**src/hw/swe_defines.svh**
```systemverilog
// Purpose: offsets, field positions, reset values and timing counts of the event block
// Assumes: byte-wide runtime registers decoded by the host I/O logic upstream
// Notes:   offsets are byte addresses in the runtime block
`ifndef SWE_DEFINES_SVH
`define SWE_DEFINES_SVH

// register offsets
`define SWE_OFS_WD_UNITS    8'h52
`define SWE_OFS_WD_VALUE    8'h53
`define SWE_OFS_WD_CONFIG   8'h54
`define SWE_OFS_WD_CONTROL  8'h55
`define SWE_OFS_PIN_CTRL    8'h56
`define SWE_OFS_SMI_STS1    8'h60
`define SWE_OFS_SYSMGMT_STATUS_TWO    8'h61
`define SWE_OFS_SMI_STS3    8'h62
`define SWE_OFS_SMI_STS4    8'h63
`define SWE_OFS_SMI_STS5    8'h64
`define SWE_OFS_SMI_EN1     8'h68
`define SWE_OFS_SMI_EN2     8'h69
`define SWE_OFS_SMI_EN3     8'h6a
`define SWE_OFS_SMI_EN4     8'h6b
`define SWE_OFS_SMI_EN5     8'h6c
`define SWE_OFS_MISC_STS    8'h70
`define SWE_OFS_WAKE_STS    8'h71
`define SWE_OFS_WAKE_EN     8'h72
`define SWE_OFS_WAKE_STS3   8'h73

// field positions
`define SWE_UNITS_MINUTES   7
`define SWE_CFG_KBD_EN      0
`define SWE_CFG_MOUSE_EN    1
`define SWE_CFG_JOY_EN      2
`define SWE_CTRL_STATUS     0
`define SWE_CTRL_FORCE      2
`define SWE_PIN_POLARITY    1
`define SWE_PIN_OPEN_DRAIN  7
`define SWE_EN2_TO_PIN      7
`define SWE_EN2_TO_SERIRQ   6
`define SWE_EN2_TO_WAKE     5
`define SWE_STS2_INFRARED   0
`define SWE_STS2_WATCHDOG   1
`define SWE_STS3_DEVINT     3

// reset values
`define SWE_RST_WD_VALUE    8'h00
`define SWE_RST_PIN_CTRL    8'h82

// timing
`define SWE_SECOND_NS       1000000000
`define SWE_CLK_PERIOD_NS   10
`define SWE_SECOND_CYCLES   (`SWE_SECOND_NS / `SWE_CLK_PERIOD_NS)
`define SWE_SECS_PER_MINUTE 60

`endif

```
**src/hw/swe_pkg.sv**
```systemverilog
// Purpose: shared types of the event block
// Assumes: nothing beyond the defines header
// Notes:   types only; numbers live in swe_defines.svh
package swe_pkg;
  typedef enum logic [0:0] {
    SWE_WD_HALTED  = 1'b0,
    SWE_WD_RUNNING = 1'b1
  } swe_wd_state_type;

  typedef logic [7:0] swe_byte_type;
endpackage

```
**src/hw/swe_prescaler.sv**
```systemverilog
// Purpose: second and minute ticks for the watchdog
// Assumes: free-running mclk
// Notes:   ticks are one-cycle pulses; the minute tick coincides with a second tick
`timescale 1ns/1ps
`default_nettype none
`include "swe_defines.svh"

module swe_prescaler #(
  parameter int SEC_CYCLES = `SWE_SECOND_CYCLES,
  parameter int SECS_PER_MIN = `SWE_SECS_PER_MINUTE
) (
  input  wire logic mclk,
  input  wire logic arst_n,
  output logic      second_tick,
  output logic      minute_tick
);
  import swe_pkg::*;

  initial begin
    if (SEC_CYCLES < 2 || SECS_PER_MIN < 1 || SECS_PER_MIN > 255) begin
      $error("swe_prescaler: unusable tick parameters");
    end
  end

  logic [31:0] cyc_reg;
  logic [31:0] cyc_next;
  logic [7:0]  sec_reg;
  logic [7:0]  sec_next;
  logic        sec_wrap;

  ////////////////////////////////////////////////////////////////////////////
  // counters roll over independently of any watchdog load, so the first
  // unit after a load may be up to one unit short
  always_comb begin
    sec_wrap = (cyc_reg == 32'(SEC_CYCLES - 1));
    cyc_next = sec_wrap ? 32'h0000_0000 : cyc_reg + 32'h0000_0001;
    sec_next = sec_reg;
    if (sec_wrap) begin
      sec_next = (sec_reg == 8'(SECS_PER_MIN - 1)) ? 8'h00 : sec_reg + 8'h01;
    end
  end

  always_ff @(posedge mclk or negedge arst_n) begin
    if (!arst_n) begin
      cyc_reg <= 32'h0000_0000;
      sec_reg <= 8'h00;
    end else begin
      cyc_reg <= cyc_next;
      sec_reg <= sec_next;
    end
  end

  assign second_tick = sec_wrap; // RQ22
  assign minute_tick = sec_wrap && (sec_reg == 8'(SECS_PER_MIN - 1)); // RQ22

endmodule
`default_nettype wire

```
**src/hw/swe_event_core.sv**
```systemverilog
// Purpose: either-edge gpio events, watchdog and group system-management interrupt
// Assumes: host runtime register strobes are one-cycle and synchronous to mclk
// Notes:   gpio and event inputs are taken as synchronous to mclk
`timescale 1ns/1ps
`default_nettype none
`include "swe_defines.svh"

// Behaviour
// RQ1 - six gpio inputs trigger on both edges
// RQ2 - either-edge overrides pad controls; readback keeps polarity
// RQ3 - either-edge pin raises only when enabled and selected
// RQ4 - transitions set wake and sysmgmt status; write-one clears
// RQ5 - misc register holds one both-edge bit per pin
// RQ6 - status records regardless of enables or mode
// RQ7 - timeout 1..255, unit bit 7 at 0x52
// RQ8 - zero value disables; zero after reset
// RQ9 - nonzero value write reloads and starts counting
// RQ10 - at zero counter halts, status sets
// RQ11 - host sets or clears timeout status anytime; a reload event or expiry in the same cycle overrides the written bit
// RQ12 - enabled kbd, mouse, 0x201 events reload, clear status
// RQ13 - mapped interrupt request follows timeout status
// RQ14 - force bit zeroes count, sets status, self-clears
// RQ15 - pin polarity and drive type; default low open-drain
// RQ16 - group is OR of enabled sources; pin gate
// RQ17 - enable bit 6 sends group on serial IRQ2
// RQ18 - enable bit 5 feeds group into wake status
// RQ19 - gpio status edge follows polarity; write-one clears
// RQ20 - gpio and tach status ANDed with enables
// RQ21 - peripheral sources live; infrared clears on read
// RQ22 - watchdog steps on prescaled second or minute
module swe_event_core #(
  parameter int GPIO_BITS = 24,
  parameter int EE_POS [6] = '{1, 2, 12, 14, 7, 15},
  parameter int SEC_CYCLES = `SWE_SECOND_CYCLES
) (
  input  wire logic                   mclk,
  input  wire logic                   arst_n,
  input  wire logic [7:0]             reg_addr,
  input  wire logic                   reg_wr,
  input  wire logic                   reg_rd,
  input  wire swe_pkg::swe_byte_type  reg_wdata,
  output swe_pkg::swe_byte_type       reg_rdata,
  input  wire logic [GPIO_BITS-1:0]   gpio_in,
  input  wire logic [GPIO_BITS-1:0]   gpio_polarity,
  input  wire logic [5:0]             either_edge_select,
  output logic [5:0]                  either_edge_override,
  output logic [5:0]                  either_edge_readback,
  input  wire logic [7:0]             periph_src1,
  input  wire logic [2:0]             periph_src2,
  input  wire logic                   infrared_event,
  input  wire logic                   kbd_irq_event,
  input  wire logic                   mouse_irq_event,
  input  wire logic                   joy_port_access,
  output logic                        wdt_irq_request,
  output logic [3:0]                  wdt_irq_channel,
  output logic                        group_sysmgmt_internal,
  output logic                        group_sysmgmt_pin_out,
  output logic                        group_sysmgmt_pin_oe,
  output logic                        serirq_irq2_request,
  output logic                        device_interrupt_status,
  output logic                        wake_edge_request
);
  import swe_pkg::*;

  initial begin
    if (GPIO_BITS != 24) begin
      $error("swe_event_core: three status registers need exactly 24 gpio bits");
    end
    for (int j = 0; j < 6; j++) begin
      if (EE_POS[j] < 0 || EE_POS[j] >= GPIO_BITS) begin
        $error("swe_event_core: either-edge position out of range");
      end
    end
  end

  ////////////////////////////////////////////////////////////////////////////
  // state
  swe_byte_type     units_reg, units_next, value_reg, value_next;
  swe_byte_type     cfg_reg, cfg_next, pin_ctrl_reg, pin_ctrl_next;
  swe_byte_type     count_reg, count_next, rdata_reg, rdata_next;
  swe_wd_state_type wd_state_reg, wd_state_next;
  logic             wd_status_reg, wd_status_next;
  logic [7:0]       en1_reg, en1_next, en2_reg, en2_next;
  logic [23:0]      en345_reg, en345_next, sts345_reg, sts345_next;
  logic [23:0]      prev_reg, prev_next;
  logic             primed_reg;
  logic [5:0]       misc_reg, misc_next, wake_sts_reg, wake_sts_next, wake_en_reg, wake_en_next;
  logic             ir_reg, ir_next, devint_reg, devint_next;
  logic             pin_out_reg, pin_out_next, pin_oe_reg, pin_oe_next, serirq_reg, serirq_next;

  logic [23:0] set345, ee_mask, ee_sel24;
  logic [5:0]  ee_edge;
  logic        sec_tick, min_tick, unit_tick, reload_evt, group;
  logic        wr_value, wr_ctrl, force_wr;
  logic [7:0]  sts2_view;

  swe_prescaler #(
    .SEC_CYCLES   (SEC_CYCLES),
    .SECS_PER_MIN (`SWE_SECS_PER_MINUTE)
  ) u_prescaler (
    .mclk        (mclk),
    .arst_n      (arst_n),
    .second_tick (sec_tick),
    .minute_tick (min_tick)
  );

  ////////////////////////////////////////////////////////////////////////////
  // either-edge pin map
  always_comb begin
    ee_mask  = 24'h00_0000;
    ee_sel24 = 24'h00_0000;
    for (int j = 0; j < 6; j++) begin
      ee_mask[EE_POS[j]]  = 1'b1;
      ee_sel24[EE_POS[j]] = either_edge_select[j];
    end
  end

  // per-bit edge detect; edges only counted once the previous sample is real
  genvar gi;
  generate
    for (gi = 0; gi < 24; gi++) begin : g_edge
      logic rise_pol;
      assign rise_pol = primed_reg && ((gpio_in[gi] ^ gpio_polarity[gi]) && !(prev_reg[gi] ^ gpio_polarity[gi]));
      assign set345[gi] = ee_sel24[gi] ? (primed_reg && (gpio_in[gi] != prev_reg[gi])) : rise_pol; // RQ19 RQ4 RQ1
    end
    for (gi = 0; gi < 6; gi++) begin : g_ee
      assign ee_edge[gi] = primed_reg && (gpio_in[EE_POS[gi]] != prev_reg[EE_POS[gi]]); // RQ1
      assign either_edge_readback[gi] = gpio_in[EE_POS[gi]] ^ gpio_polarity[EE_POS[gi]]; // RQ2
    end
  endgenerate

  assign either_edge_override = either_edge_select; // RQ2

  ////////////////////////////////////////////////////////////////////////////
  // group interrupt; either-edge pins only contribute when in that mode
  assign sts2_view = {3'b000, periph_src2, wd_status_reg, ir_reg};
  always_comb begin
    group = |(periph_src1 & en1_reg) // RQ21 RQ16
          | |({periph_src2, wd_status_reg, ir_reg} & en2_reg[4:0]) // RQ21 RQ16
          | |(sts345_reg & en345_reg & (~ee_mask | ee_sel24)); // RQ20 RQ3
  end
  assign group_sysmgmt_internal = group;

  ////////////////////////////////////////////////////////////////////////////
  // register writes, w1c status and event capture; set always beats clear
  assign wr_value = reg_wr && (reg_addr == `SWE_OFS_WD_VALUE);
  assign wr_ctrl  = reg_wr && (reg_addr == `SWE_OFS_WD_CONTROL);
  assign force_wr = wr_ctrl && reg_wdata[`SWE_CTRL_FORCE];
  always_comb begin
    units_next    = units_reg;
    value_next    = value_reg;
    cfg_next      = cfg_reg;
    pin_ctrl_next = pin_ctrl_reg;
    en1_next      = en1_reg;
    en2_next      = en2_reg;
    en345_next    = en345_reg;
    wake_en_next  = wake_en_reg;
    sts345_next   = sts345_reg;
    misc_next     = misc_reg;
    wake_sts_next = wake_sts_reg;
    ir_next       = ir_reg;
    devint_next   = devint_reg;
    if (reg_wr) begin
      case (reg_addr)
        `SWE_OFS_WD_UNITS:  units_next = reg_wdata; // RQ7
        `SWE_OFS_WD_VALUE:  value_next = reg_wdata;
        `SWE_OFS_WD_CONFIG: cfg_next = reg_wdata;
        `SWE_OFS_PIN_CTRL:  pin_ctrl_next = reg_wdata;
        `SWE_OFS_SMI_EN1:   en1_next = reg_wdata;
        `SWE_OFS_SMI_EN2:   en2_next = reg_wdata;
        `SWE_OFS_SMI_EN3:   en345_next[7:0] = reg_wdata;
        `SWE_OFS_SMI_EN4:   en345_next[15:8] = reg_wdata;
        `SWE_OFS_SMI_EN5:   en345_next[23:16] = reg_wdata;
        `SWE_OFS_WAKE_EN:   wake_en_next = reg_wdata[5:0];
        `SWE_OFS_SMI_STS3:  sts345_next[7:0] = sts345_reg[7:0] & ~reg_wdata; // RQ19
        `SWE_OFS_SMI_STS4:  sts345_next[15:8] = sts345_reg[15:8] & ~reg_wdata; // RQ19
        `SWE_OFS_SMI_STS5:  sts345_next[23:16] = sts345_reg[23:16] & ~reg_wdata; // RQ19
        `SWE_OFS_MISC_STS:  misc_next = misc_reg & ~reg_wdata[5:0]; // RQ5
        `SWE_OFS_WAKE_STS:  wake_sts_next = wake_sts_reg & ~reg_wdata[5:0]; // RQ4
        `SWE_OFS_WAKE_STS3: devint_next = devint_reg & ~reg_wdata[`SWE_STS3_DEVINT];
        default: ;
      endcase
    end
    if (reg_rd && reg_addr == `SWE_OFS_SYSMGMT_STATUS_TWO) begin
      ir_next = 1'b0; // RQ21
    end
    sts345_next   = sts345_next | set345; // RQ6 RQ19
    misc_next     = misc_next | ee_edge; // RQ5 RQ6
    wake_sts_next = wake_sts_next | ee_edge; // RQ4 RQ6
    ir_next       = ir_next | infrared_event;
    devint_next   = devint_next | (group && en2_reg[`SWE_EN2_TO_WAKE]); // RQ18
  end

  ////////////////////////////////////////////////////////////////////////////
  // watchdog: force beats reload beats countdown; a zero value never expires
  assign unit_tick  = units_reg[`SWE_UNITS_MINUTES] ? min_tick : sec_tick; // RQ7 RQ22
  assign reload_evt = (kbd_irq_event && cfg_reg[`SWE_CFG_KBD_EN])
                    || (mouse_irq_event && cfg_reg[`SWE_CFG_MOUSE_EN])
                    || (joy_port_access && cfg_reg[`SWE_CFG_JOY_EN]); // RQ12
  always_comb begin
    count_next     = count_reg;
    wd_state_next  = wd_state_reg;
    wd_status_next = wd_status_reg;
    if (wr_ctrl) begin
      wd_status_next = reg_wdata[`SWE_CTRL_STATUS]; // RQ11
    end
    if (force_wr) begin
      count_next     = 8'h00; // RQ14
      wd_state_next  = SWE_WD_HALTED;
      wd_status_next = 1'b1; // RQ14
    end else if (wr_value || reload_evt) begin
      count_next    = wr_value ? reg_wdata : value_reg; // RQ9 RQ12
      wd_state_next = ((wr_value ? reg_wdata : value_reg) != 8'h00) ? SWE_WD_RUNNING : SWE_WD_HALTED; // RQ8
      if (reload_evt) begin
        wd_status_next = 1'b0; // RQ12
      end
    end else begin
      case (wd_state_reg)
        SWE_WD_HALTED: ;
        SWE_WD_RUNNING: begin
          if (unit_tick) begin
            count_next = count_reg - 8'h01; // RQ22
            if (count_reg == 8'h01) begin
              wd_state_next  = SWE_WD_HALTED; // RQ10
              wd_status_next = 1'b1; // RQ10
            end
          end
        end
        default: wd_state_next = SWE_WD_HALTED;
      endcase
    end
  end

  ////////////////////////////////////////////////////////////////////////////
  // pin drive, serial slot and read mux
  always_comb begin
    logic act;
    act          = group && en2_reg[`SWE_EN2_TO_PIN]; // RQ16
    pin_out_next = act ^ pin_ctrl_reg[`SWE_PIN_POLARITY]; // RQ15
    pin_oe_next  = pin_ctrl_reg[`SWE_PIN_OPEN_DRAIN] ? !pin_out_next : 1'b1; // RQ15
    if (pin_ctrl_reg[`SWE_PIN_OPEN_DRAIN]) begin
      pin_out_next = 1'b0;
    end
    serirq_next = group && en2_reg[`SWE_EN2_TO_SERIRQ]; // RQ17
    prev_next   = gpio_in;
    case (reg_addr)
      `SWE_OFS_WD_UNITS:   rdata_next = units_reg;
      `SWE_OFS_WD_VALUE:   rdata_next = value_reg;
      `SWE_OFS_WD_CONFIG:  rdata_next = cfg_reg;
      `SWE_OFS_WD_CONTROL: rdata_next = {7'h00, wd_status_reg}; // force bit reads back as zero
      `SWE_OFS_PIN_CTRL:   rdata_next = pin_ctrl_reg;
      `SWE_OFS_SMI_STS1:   rdata_next = periph_src1;
      `SWE_OFS_SYSMGMT_STATUS_TWO:   rdata_next = sts2_view;
      `SWE_OFS_SMI_STS3:   rdata_next = sts345_reg[7:0];
      `SWE_OFS_SMI_STS4:   rdata_next = sts345_reg[15:8];
      `SWE_OFS_SMI_STS5:   rdata_next = sts345_reg[23:16];
      `SWE_OFS_SMI_EN1:    rdata_next = en1_reg;
      `SWE_OFS_SMI_EN2:    rdata_next = en2_reg;
      `SWE_OFS_SMI_EN3:    rdata_next = en345_reg[7:0];
      `SWE_OFS_SMI_EN4:    rdata_next = en345_reg[15:8];
      `SWE_OFS_SMI_EN5:    rdata_next = en345_reg[23:16];
      `SWE_OFS_MISC_STS:   rdata_next = {2'b00, misc_reg};
      `SWE_OFS_WAKE_STS:   rdata_next = {2'b00, wake_sts_reg};
      `SWE_OFS_WAKE_EN:    rdata_next = {2'b00, wake_en_reg};
      `SWE_OFS_WAKE_STS3:  rdata_next = {4'h0, devint_reg, 3'b000};
      default:             rdata_next = 8'h00;
    endcase
    if (!reg_rd) begin
      rdata_next = rdata_reg;
    end
  end

  always_ff @(posedge mclk or negedge arst_n) begin
    if (!arst_n) begin
      units_reg <= 8'h00;
      value_reg <= `SWE_RST_WD_VALUE;
      cfg_reg <= 8'h00;
      pin_ctrl_reg <= `SWE_RST_PIN_CTRL;
      count_reg <= 8'h00;
      rdata_reg <= 8'h00;
      wd_state_reg <= SWE_WD_HALTED;
      wd_status_reg <= 1'b0;
      en1_reg <= 8'h00;
      en2_reg <= 8'h00;
      en345_reg <= 24'h00_0000;
      sts345_reg <= 24'h00_0000;
      prev_reg <= 24'h00_0000;
      primed_reg <= 1'b0;
      misc_reg <= 6'h00;
      wake_sts_reg <= 6'h00;
      wake_en_reg <= 6'h00;
      ir_reg <= 1'b0;
      devint_reg <= 1'b0;
      pin_out_reg <= 1'b0;
      pin_oe_reg <= 1'b0;
      serirq_reg <= 1'b0;
    end else begin
      units_reg <= units_next;
      value_reg <= value_next;
      cfg_reg <= cfg_next;
      pin_ctrl_reg <= pin_ctrl_next;
      count_reg <= count_next;
      rdata_reg <= rdata_next;
      wd_state_reg <= wd_state_next;
      wd_status_reg <= wd_status_next;
      en1_reg <= en1_next;
      en2_reg <= en2_next;
      en345_reg <= en345_next;
      sts345_reg <= sts345_next;
      prev_reg <= prev_next;
      primed_reg <= 1'b1;
      misc_reg <= misc_next;
      wake_sts_reg <= wake_sts_next;
      wake_en_reg <= wake_en_next;
      ir_reg <= ir_next;
      devint_reg <= devint_next;
      pin_out_reg <= pin_out_next;
      pin_oe_reg <= pin_oe_next;
      serirq_reg <= serirq_next;
    end
  end

  assign reg_rdata = rdata_reg;
  assign wdt_irq_channel = cfg_reg[7:4];
  assign wdt_irq_request = wd_status_reg && (cfg_reg[7:4] != 4'h0); // RQ13
  assign group_sysmgmt_pin_out = pin_out_reg;
  assign group_sysmgmt_pin_oe = pin_oe_reg;
  assign serirq_irq2_request = serirq_reg;
  assign device_interrupt_status = devint_reg;
  assign wake_edge_request = |(wake_sts_reg & wake_en_reg & either_edge_select); // RQ3
endmodule
`default_nettype wire

```
**config.mk**
```make
export PLATFORM = sky130hd
export DESIGN_NAME = swe_event_core
export DESIGN_NICKNAME = d
export VERILOG_FILES = /design/src/hw/swe_pkg.sv /design/src/hw/swe_prescaler.sv /design/src/hw/swe_event_core.sv
export VERILOG_INCLUDE_DIRS = /design/src /design/src/hw
export SDC_FILE = /design/constraint.sdc
export NUM_CORES = 1
export LEC_CHECK = 0
export ABC_CLOCK_PERIOD_IN_PS = 5300
export CORE_MARGIN = 3
export CORE_UTILIZATION = 69
export CTS_CLUSTER_SIZE = 30
export DETAILED_ROUTE_END_ITERATION = 8
export DONT_BUFFER_PORTS = 1
export GPL_TIMING_DRIVEN = 0
export PLACE_DENSITY = 0.91
export SLEW_MARGIN = 10
export SYNTH_ARGS = -nofsm -noshare
export SYNTH_HDL_FRONTEND = slang
export SYNTH_HIERARCHICAL = 1
export SYNTH_SLANG_ARGS = --single-unit
```
**constraint.sdc**
```tcl
create_clock -name mclk -period 5.3 [get_ports mclk]
set_input_delay 1.06 -clock mclk [delete_from_list [all_inputs] [get_ports mclk]]
set_output_delay 1.06 -clock mclk [all_outputs]
set_load 0.01 [all_outputs]
```
==> results of run 1 <==
==> final timing paths <==
check	start	slack, ns	to
worst max-delay path	u_prescaler/cyc_reg[0]	2.13	count_reg[5]
worst min-delay path	arst_n	0.24	primed_reg
worst max register to register	u_prescaler/cyc_reg[0]	2.13	count_reg[5]
worst min register to register	u_prescaler/sec_reg[6]	0.48	u_prescaler/sec_reg[6]
max in group asynchronous	arst_n	4.75	pin_ctrl_reg[7]
min in group mclk	u_prescaler/sec_reg[6]	0.48	u_prescaler/sec_reg[6]
==> logic make-up after synthesis <==
family,Yosys count,synth area share
AND/OR/NAND/NOR,365,0.182
multiplexers,121,0.132
buffers and inverters,69,0.0364
other,1,0.000359
XOR/XNOR,42,0.0352
flip-flops,202,0.484
adder cells (fa/ha/maj),4,0.00479
AO/OA/AOI/OAI,190,0.125
==> cell usage after synthesis, types with 6 or more instances <==
library cell	n	share of area
nor3_1	12	0.0058
nand2_1	135	0.049
nor4_1	9	0.0054
nand2b_1	6	0.0036
and2_1	6	0.0036
a21oi_1	10	0.0048
xnor2_1	18	0.015
o22ai_1	16	0.0096
a22oi_1	21	0.015
a32oi_1	6	0.0050
mux2_2	94	0.10
nand3_2	8	0.0077
and3_1	14	0.0084
buf_2	16	0.0077
clkbuf_1	17	0.0061
mux2i_1	23	0.022
a211oi_1	7	0.0050
inv_1	14	0.0050
o21ai_0	67	0.032
buf_6	6	0.0065
nor2_1	59	0.021
a22o_1	18	0.015
xor2_1	24	0.020
nand4_1	21	0.013
nand3_1	52	0.025
a31oi_1	10	0.0060
buf_4	15	0.011
dfrtp_1	200	0.48
==> per-layer routing <==
| layer | vias up | GRT usage | wire [um] | share of wire |
|---|---|---|---|---|
| met5 | - | 0 | 0 | 0 |
| met4 | 0 | 0.170 | 1690 | 0.054 |
| met1 | 4197 | 0.488 | 11600 | 0.37 |
| met2 | 572 | 0.595 | 14700 | 0.47 |
| li1 | 3681 | - | - | - |
| met3 | 139 | 0.0874 | 3380 | 0.11 |
==> power groups by stage <==
stage                     clock network [mW]  logic, mW  registers [mW]
after global placement                     0      0.320            1.72
after global routing                    1.62      0.368            1.71
after floorplan                            0      0.255            1.70
after CTS                               1.56      0.340            1.70
final                                   1.55      0.349            1.71
after detailed placement                   0      0.333            1.73
==> final cells by class <==
cell class | count | area (um2)
Buffer | 54 | 324
Clock buffer | 32 | 669
Clock inverter | 8 | 71.3
Fill cell | 890 | 3230
Inverter | 15 | 56.3
Multi-Input combinational cell | 723 | 5000
Sequential cell | 202 | 5060
Tap cell | 184 | 230
==> per-stage QoR <==
| stage | instances | hold WS (ns) | setup slack, ns |
|---|---|---|---|
| 2_1_floorplan | 994 | 0.446 | 2.58 |
| 3_3_place_gp | 1178 | 0.465 | 2.28 |
| 3_5_place_dp | 1178 | 0.465 | 2.22 |
| 4_1_cts | 1218 | 0.245 | 2.14 |
| 5_1_grt | 1218 | 0.237 | 1.93 |
| 6_report | 1218 | 0.241 | 2.13 |
==> worst max-delay path, stage by stage (launching register included) <==
cell and delay [ns]:
dfrtp_1 0.39, ha_1 0.21, nand3_1 0.20, or2_1 0.28
buf_6 0.14, or3_4 0.38, buf_6 0.16, inv_2 0.08
buf_6 0.13, mux2_2 0.20, nand2_1 0.19, nand4b_1 0.28
xor2_1 0.17, a211oi_1 0.26
==> out/qor.txt, run 1 <==
outcome: finished clean
fin. max-slew vios: 0
diodes inserted: 0
Residual DRC: 0
DRT Wirelength: 31400 um
CTS clk-pin slew, worst paths: 0.06 ns
Initial DRT Pass Iterations: 6
most common cell after layout, fill and taps aside: dfrtp_1
number of setup violations in the final report: 0
most used flip-flop cell after synthesis: dfrtp_1
first-pass GRT wire length: 47800 um
DR iter-0 viols: 1137
Post-Synthesis Mean Instance Area: 10.5 um2
clock root buffer: clkbuf_16
count of flip-flops with a built-in enable after synthesis: 0
Top Ports: 120
max cap viols: 0
clock power share: 0.431
Detail Route Antenna Nets: 0
Cell Area, Synth: 0.0104 mm2
DP Wirelength: 22000 um
post-CTS resize count: 0
clock latency at the later pin of the worst-skew pair: 0.51 ns
hold-fix buffers at CTS: 0
Die Area: 0.0166 mm2
Layout Skew: 0.0122 ns
vias per cell: 7.05
Worst Hold Class: in -> async
Reg2Reg Depth: 13
Psw: 909 uW
total power: 3.61 mW
YS warnings: 6
Power per Cell Area: 316 mW/mm2
crit share post-route: 0.597
fraction of layout cells with a size suffix above 1: 0.197
Worst-Margin Slew: 1.20 ns
Int Power: 2.70 mW
Reg power frac: 0.473
Post-CTS Setup Bufs: 0
core area: 0.0146 mm2
Max IR drop VDD: 0.465 mV
Synth Register Bits: 202
CTS HTree Levels: 1
CP Max Fanout: 10
PortBufs: 0
row cnt: 44
switching share of power: 0.252
Die W: 129 um
DR vias: 8589
Worst setup EP type: flop
final core occ: 0.779
max reg flops: 32
Pleak: 5.06 nW
Critical Path Source Type: flop
GRT Util Overall: 0.372
per-cell routed wire length: 25.8 um
WP data arrival: 3.57 ns
synthesized instance count: 994
synthesis-to-layout area growth: 9.30%
Comb pwr share: 0.097
post-route design area: 0.0114 mm2
Fin. Hold Viols: 0
Tmin final: 3.17 ns
CTS Sinks: 202
Initial Util: 0.713
Die Y: 129 um
most frequent cells in the layout: dfrtp_1, nand2_1, mux2_2
max_slew headroom: 0.203
fmax: 316 MHz
CTS buffer count: 22
pin count of the biggest net entering global routing: 203
Seq/Total Area, Yosys: 0.484
synth unique cells: 80
worst setup path class: reg -> reg
required time of the critical path: 5.70 ns
initial antenna violation count: 1
Setup Total Neg Slack: 0 ns
grt ovf: 0
final net count: 1111
vias in the first global route: 8651
TritonCTS clock tree: yes
placer's final routability congestion estimate: 1.00
CTS Buffer Depth: 3
net count after synthesis: 1087
Post-synth ARST share: 1.00
dpl cell area: 0.0107 mm2
RSZ-0062 raised after global routing: false
No activity file was read; power rests on OpenSTA's default activity.
==> run 2: changes to the inputs <==
--- a/config.mk
+++ b/config.mk
@@ -6,14 +6,14 @@
 export SDC_FILE = /design/constraint.sdc
 export NUM_CORES = 1
 export LEC_CHECK = 0
-export ABC_CLOCK_PERIOD_IN_PS = 5300
+export ABC_CLOCK_PERIOD_IN_PS = 3300
 export CORE_MARGIN = 3
-export CORE_UTILIZATION = 69
+export CORE_UTILIZATION = 64
 export CTS_CLUSTER_SIZE = 30
 export DETAILED_ROUTE_END_ITERATION = 8
 export DONT_BUFFER_PORTS = 1
 export GPL_TIMING_DRIVEN = 0
-export PLACE_DENSITY = 0.91
+export PLACE_DENSITY = 0.86
 export SLEW_MARGIN = 10
 export SYNTH_ARGS = -nofsm -noshare
 export SYNTH_HDL_FRONTEND = slang
==> constraint.sdc (replaced) <==
create_clock -name mclk -period 3.3 [get_ports mclk]
set_input_delay 0.66 -clock mclk [delete_from_list [all_inputs] [get_ports mclk]]
set_output_delay 0.66 -clock mclk [all_outputs]
set_load 0.01 [all_outputs]
==> run 2 against run 1 <==
  * The run now ends with negative hold slack left
  * Global-route usage shrank 4.2 points
  * Count of clock-buffer cells in the layout rose by 2
  * Final cell count rose by 2.5%
  * First-iteration DRC count shrank 13%
  * Hold slack lost 0.39 ns
  * Sequential power up 60%
  * Combinational power increased by 54%
==> out/qor.txt, run 2 (synthesis gave the netlist of run 1 again) <==
WP buf/inv: 4
CP delay by family, top: simple AND/OR/NAND/NOR gates
critical path depth in cells: 13
Fin. Hold Viols: 200
Post-CTS Setup Bufs: 0
most frequent CP cell: buf_6
DR iter-0 viols: 984
number of setup violations in the final report: 0
Setup WS pre-CTS: 0.170 ns
crit share post-route: 0.937
final net count: 1111
worst hold margin: -0.145 ns
fin. max-slew vios: 0
outcome: complete, but fails checks
CTS Buffer Depth: 3
fill cell count: 1131
DR vias: 8469
most frequent cells in the layout: dfrtp_1, nand2_1, mux2_2
Worst Hold Class: in -> async
Die Y: 134 um
total power: 5.70 mW
Residual DRC: 0
max cap viols: 0
final worst-path setup slack: 0.207 ns
fraction of layout cells with a size suffix above 1: 0.194
Initial Util: 0.655
CTS buffer count: 22
Worst-Margin Slew: 1.05 ns
worst setup path class: reg -> reg
fin cells: 1249
multi-input logic area: 0.00501 mm2
Detail Route Antenna Nets: 0
fmax: 323 MHz
Power per Cell Area: 498 mW/mm2
Pleak: 5.04 nW
first-pass GRT wire length: 46200 um
clock root buffer: clkbuf_16
Die Area: 0.0179 mm2
Top Ports: 120
vias in the first global route: 8306
PortBufs: 0
CP max stage delay: 0.39 ns
RSZ-0062 raised after global routing: true
max reg flops: 32
Critical Path Source Type: flop
required time of the critical path: 3.69 ns
clock latency at the later pin of the worst-skew pair: 0.50 ns
post-route design area: 0.0114 mm2
CP Cell Sequence: ha_1, nand3_1, or2_1, buf_6, or3_4, buf_6, inv_2, buf_6, mux2_2, nand2_1, nor4_1, xnor2_1, a211oi_1
per-cell routed wire length: 23.9 um
most common cell after layout, fill and taps aside: dfrtp_1
Max IR drop VDD: 0.405 mV
Placed Instances: 1210
initial antenna violation count: 0
Worst setup EP type: flop
core area: 0.0159 mm2
CTS clk-pin slew, worst paths: 0.06 ns
WP data arrival: 3.48 ns
Tmin final: 3.09 ns
diodes inserted: 0
Critical Path Slowest Stage Cell: dfrtp_1
placer's final routability congestion estimate: 1.06
DP Wirelength: 21200 um
row cnt: 46
GRT Util Overall: 0.331
pin count of the biggest net entering global routing: 203
TritonCTS clock tree: yes
CP Max Fanout: 10
Die W: 134 um
Setup Total Neg Slack: 0 ns
max_slew headroom: 0.298
storage element area: 0.00506 mm2
vias per cell: 6.78
grt ovf: 0
dpl cell area: 0.0107 mm2
DRT Wirelength: 29900 um
Reg2Reg Depth: 13
Layout Skew: 0.0264 ns
Initial DRT Pass Iterations: 5
failing checks: negative hold slack
synthesis-to-layout area growth: 9.48%
CTS Sinks: 202
CTS HTree Levels: 1
-- run 2: cell type report --
type / count / share of cell area
Clock inverter: 5 / 0.00493
Clock buffer: 34 / 0.0575
Tap cell: 216 / 0.0236
Sequential cell: 202 / 0.442
Multi-Input combinational cell: 723 / 0.438
Inverter: 15 / 0.00493
Buffer: 54 / 0.0283
-- run 2: per-stage QoR --
stage	util	hold slack (ns)
finish	0.717	-0.145
global route	0.717	-0.164
CTS	0.717	-0.151
detailed placement	0.672	0.372
global placement	0.672	0.371
floorplan	-	0.364
-- run 2: worst paths after layout --
kind | end | start | slack, ns
setup / recovery | count_reg[7] | u_prescaler/cyc_reg[0] | 0.21
hold / removal | sts345_reg[4] | arst_n | -0.14
setup reg to reg | count_reg[7] | u_prescaler/cyc_reg[0] | 0.21
hold reg to reg | u_prescaler/cyc_reg[31] | u_prescaler/cyc_reg[31] | 0.48
max in group asynchronous | pin_ctrl_reg[7] | arst_n | 3.12
min in group mclk | prev_reg[22] | gpio_in[22] | 0.18
-- run 2: per-layer routing --
metal  routed length [um]  up-vias  track usage  share of wire
li1                     -     3689            -              -
met2                13800      534        0.523           0.46
met1                11200     4109        0.429           0.37
met4                 1760        0        0.159          0.059
met5                    0        -            0              0
met3                 3200      137       0.0842           0.11
-- run 2: repair_timing --
| action | 4_1_cts | 5_1_grt |
|---|---|---|
| endpoints found under the setup margin | 0 | 1 |
| gates resized for setup | 0 | 1 |
| endpoints found under the hold margin | 200 | 200 |
-- run 2: worst reg2reg max path: cells and delay by family, from the launching register on --
| kind | cells | cell delay, ns |
|---|---|---|
| AO/OA/AOI/OAI | 1 | 0.25 |
| XOR/XNOR | 1 | 0.10 |
| adder cells (fa/ha/maj) | 1 | 0.20 |
| buffers and inverters | 4 | 0.50 |
| flip-flops | 1 | 0.39 |
| multiplexers | 1 | 0.20 |
| AND/OR/NAND/NOR | 5 | 1.35 |
-- run 2: power by group --
| part | internal [mW] | switching (mW) |
|---|---|---|
| sequential | 2.60 | 0.135 |
| combinational | 0.245 | 0.293 |
| clock | 1.45 | 0.969 |
| total | 4.30 | 1.40 |
==> run 3: changes to the inputs <==
--- a/config.mk
+++ b/config.mk
@@ -6,7 +6,9 @@
 export SDC_FILE = /design/constraint.sdc
 export NUM_CORES = 1
 export LEC_CHECK = 0
+export ABC_AREA = 1
 export ABC_CLOCK_PERIOD_IN_PS = 3300
+export CORE_ASPECT_RATIO = 0.6
 export CORE_MARGIN = 3
 export CORE_UTILIZATION = 64
 export CTS_CLUSTER_SIZE = 30
==> run 3 against run 2 <==
  * The run still ends with negative hold slack left
  * Non-clock buffer count down 16
  * Wire length up 25%
  * Flip-flop and latch count unchanged
  * Sequential share of layout area down 1.6 points
  * Hold slack worse by 0.0073 ns
==> out/qor.txt, run 3 <==
Reg2Reg Depth: 13
crit share post-route: 0.778
vias in the first global route: 10100
vias per cell: 6.21
most used flip-flop cell after synthesis: dfrtp_1
Worst-Margin Slew: 0.697 ns
failing checks: negative hold slack
Worst setup EP type: output pin
Post-synth ARST share: 1.00
post-CTS resize count: 0
CTS HTree Levels: 1
Seq/Total Area, Yosys: 0.464
final net count: 1590
post-route design area: 0.0119 mm2
Critical Path Slowest Stage Cell: dfrtp_1
Post-CTS Setup Bufs: 0
RSZ-0062 raised after global routing: false
placer's final routability congestion estimate: 1.04
first-pass GRT wire length: 57300 um
grt ovf: 0
most frequent cells after synthesis: nand2_1, dfrtp_1, nor2_1, o21ai_0, nand3_1
Placed Instances: 1703
Setup Total Neg Slack: 0 ns
Tmin final: 2.57 ns
clock root buffer: clkbuf_16
GRT Util Overall: 0.403
most frequent cells in the layout: nand2_1, dfrtp_1, nor2_1
top cell type's share of synthesized area: 0.460
Post-Synthesis Mean Instance Area: 7.38 um2
fraction of layout cells with a size suffix above 1: 0.0801
DP Wirelength: 27600 um
CP Max Fanout: 5
total power: 5.80 mW
fin cells: 1739
Pleak: 5.76 nW
CTS buffer count: 20
ranking of synthesized cells by area: dfrtp_1, nand2_1, o21ai_0, nand3_1, nor2_1
core area: 0.0164 mm2
Synth Register Bits: 202
most frequent CP cell: nand2_1
outcome: complete, but fails checks
net count after synthesis: 1568
max reg flops: 32
WP buf/inv: 0
Detail Route Antenna Nets: 0
Die W: 174 um
DR iter-0 viols: 1879
fin. max-slew vios: 0
worst hold margin: -0.152 ns
Initial DRT Pass Iterations: 9
diodes inserted: 0
TritonCTS clock tree: yes
synthesis-to-layout area growth: 8.97%
fmax: 389 MHz
WP data arrival: 1.91 ns
largest area contributor in the netlist: dfrtp_1
YS warnings: 6
row cnt: 36
CP delay by family, top: simple AND/OR/NAND/NOR gates
storage element area: 0.00506 mm2
synthesized instance count: 1475
Worst Hold Class: in -> async
Die Area: 0.0187 mm2
R2R Setup Slk: 0.98 ns
multi-input logic area: 0.00509 mm2
max cap viols: 0
clock latency at the later pin of the worst-skew pair: 0.52 ns
initial antenna violation count: 2
reg2reg end: count_reg[4]
DRT Wirelength: 37300 um
CTS clk-pin slew, worst paths: 0.06 ns
count of flip-flops with a built-in enable after synthesis: 0
worst setup path class: reg -> out
Initial Util: 0.662
per-cell routed wire length: 21.5 um
Worst R2R Start: u_prescaler/cyc_reg[0]
CTS Buffer Depth: 3
required time of the critical path: 2.64 ns
max_slew headroom: 0.535
fill cell count: 1321
Fin. Hold Viols: 200
Critical Path Source Type: flop
Power per Cell Area: 489 mW/mm2
PortBufs: 0
pin count of the biggest net entering global routing: 203
most common cell after layout, fill and taps aside: nand2_1
Residual DRC: 0
most frequent cell after synthesis: nand2_1
Die Y: 107 um
synth unique cells: 43
CTS Sinks: 202
CP max stage delay: 0.48 ns
number of setup violations in the final report: 0
dpl cell area: 0.0112 mm2
DR vias: 10800
Layout Skew: 0.0191 ns
Cell Area, Synth: 0.0109 mm2
Top Ports: 120
Max IR drop VDD: 0.489 mV
CP Cell Sequence: nand2_1, nand2_1, nor2_1, nand2_1, nor2_1, nand3_1
## run 3: cell count changes after synthesis, moves of 13 or more
cell      previous run  this run
nand2_1            135       464
nor2_1              59       171
inv_1               14       124
nand3_1             52       146
mux2_2              94         2
o21ai_0             67       158
a22oi_1             21         0
mux2i_1             23         2
a21boi_0             0        18
a22o_1              18         0
nand2_2              0        15
o22ai_1             16         1
and3_1              14         0
xnor2_1             18         5
## run 3: cells by family (layout without fill, tap and decap cells)
logic type      after synthesis  count (layout)  share of synthesized area
compound gates              215             215                      0.106
xor+xnor                     23              23                     0.0185
fa+ha+maj                     4               4                    0.00460
buf+inv                     175             211                     0.0682
flops                       202             202                      0.464
mux                           4               4                    0.00391
other cells                   1               1                   0.000344
simple gates                851             851                      0.334
## run 3: area by class of cell
type | count | area share
sequential | 202 | 0.426
tap | 228 | 0.0240
buffer | 38 | 0.0193
multi-input combinational | 1098 | 0.429
inverter | 137 | 0.0433
clock buffer | 31 | 0.0507
clock inverter | 5 | 0.00759
## run 3: routing by layer
| layer | global-route usage | vias to the layer above | share of wire |
|---|---|---|---|
| met3 | 0.162 | 91 | 0.18 |
| li1 | - | 4765 | - |
| met1 | 0.616 | 5101 | 0.42 |
| met4 | 0.0849 | 0 | 0.021 |
| met2 | 0.535 | 839 | 0.38 |
| met5 | 0 | - | 0 |
## run 3: worst max path at each step
stage	startpoint	end	slack [ns]	depth (start not counted)
after floorplan	u_prescaler/cyc_reg[0]	count_reg[7]	1.47	13
after global placement	reg_addr[7]	sts345_reg[1]	1.04	8
after detailed placement	reg_addr[7]	sts345_reg[1]	0.93	8
after CTS	sts345_reg[4]	group_sysmgmt_internal	0.79	6
after global routing	sts345_reg[4]	group_sysmgmt_internal	0.64	6
final	sts345_reg[0]	group_sysmgmt_internal	0.73	6
## run 3: worst reg2reg max path, stage by stage, from the launching register on
cell     delay, ns
dfrtp_1       0.40
ha_1          0.25
nand2_1       0.08
nor2_2        0.15
nand2_2       0.18
nor3b_1       0.22
nand2_1       0.13
nor2_1        0.10
mux2i_1       0.14
o21ai_2       0.22
nand2_2       0.09
inv_2         0.13
nand3_1       0.10
nand2_1       0.07
## run 3: power by group
group / internal [mW] / leakage [nW] / switching (mW) / total (mW)
sequential: 2.61 / 2.51 / 0.149 / 2.76
combinational: 0.207 / 2.91 / 0.407 / 0.614
clock: 1.42 / 0.339 / 1.01 / 2.43
## run 3: through the flow
stage                     setup WS (ns)   util
after floorplan                    1.47      -
after global placement             1.04  0.680
after detailed placement          0.932  0.680
after CTS                         0.794  0.722
after global routing              0.635  0.722
final                             0.732  0.722
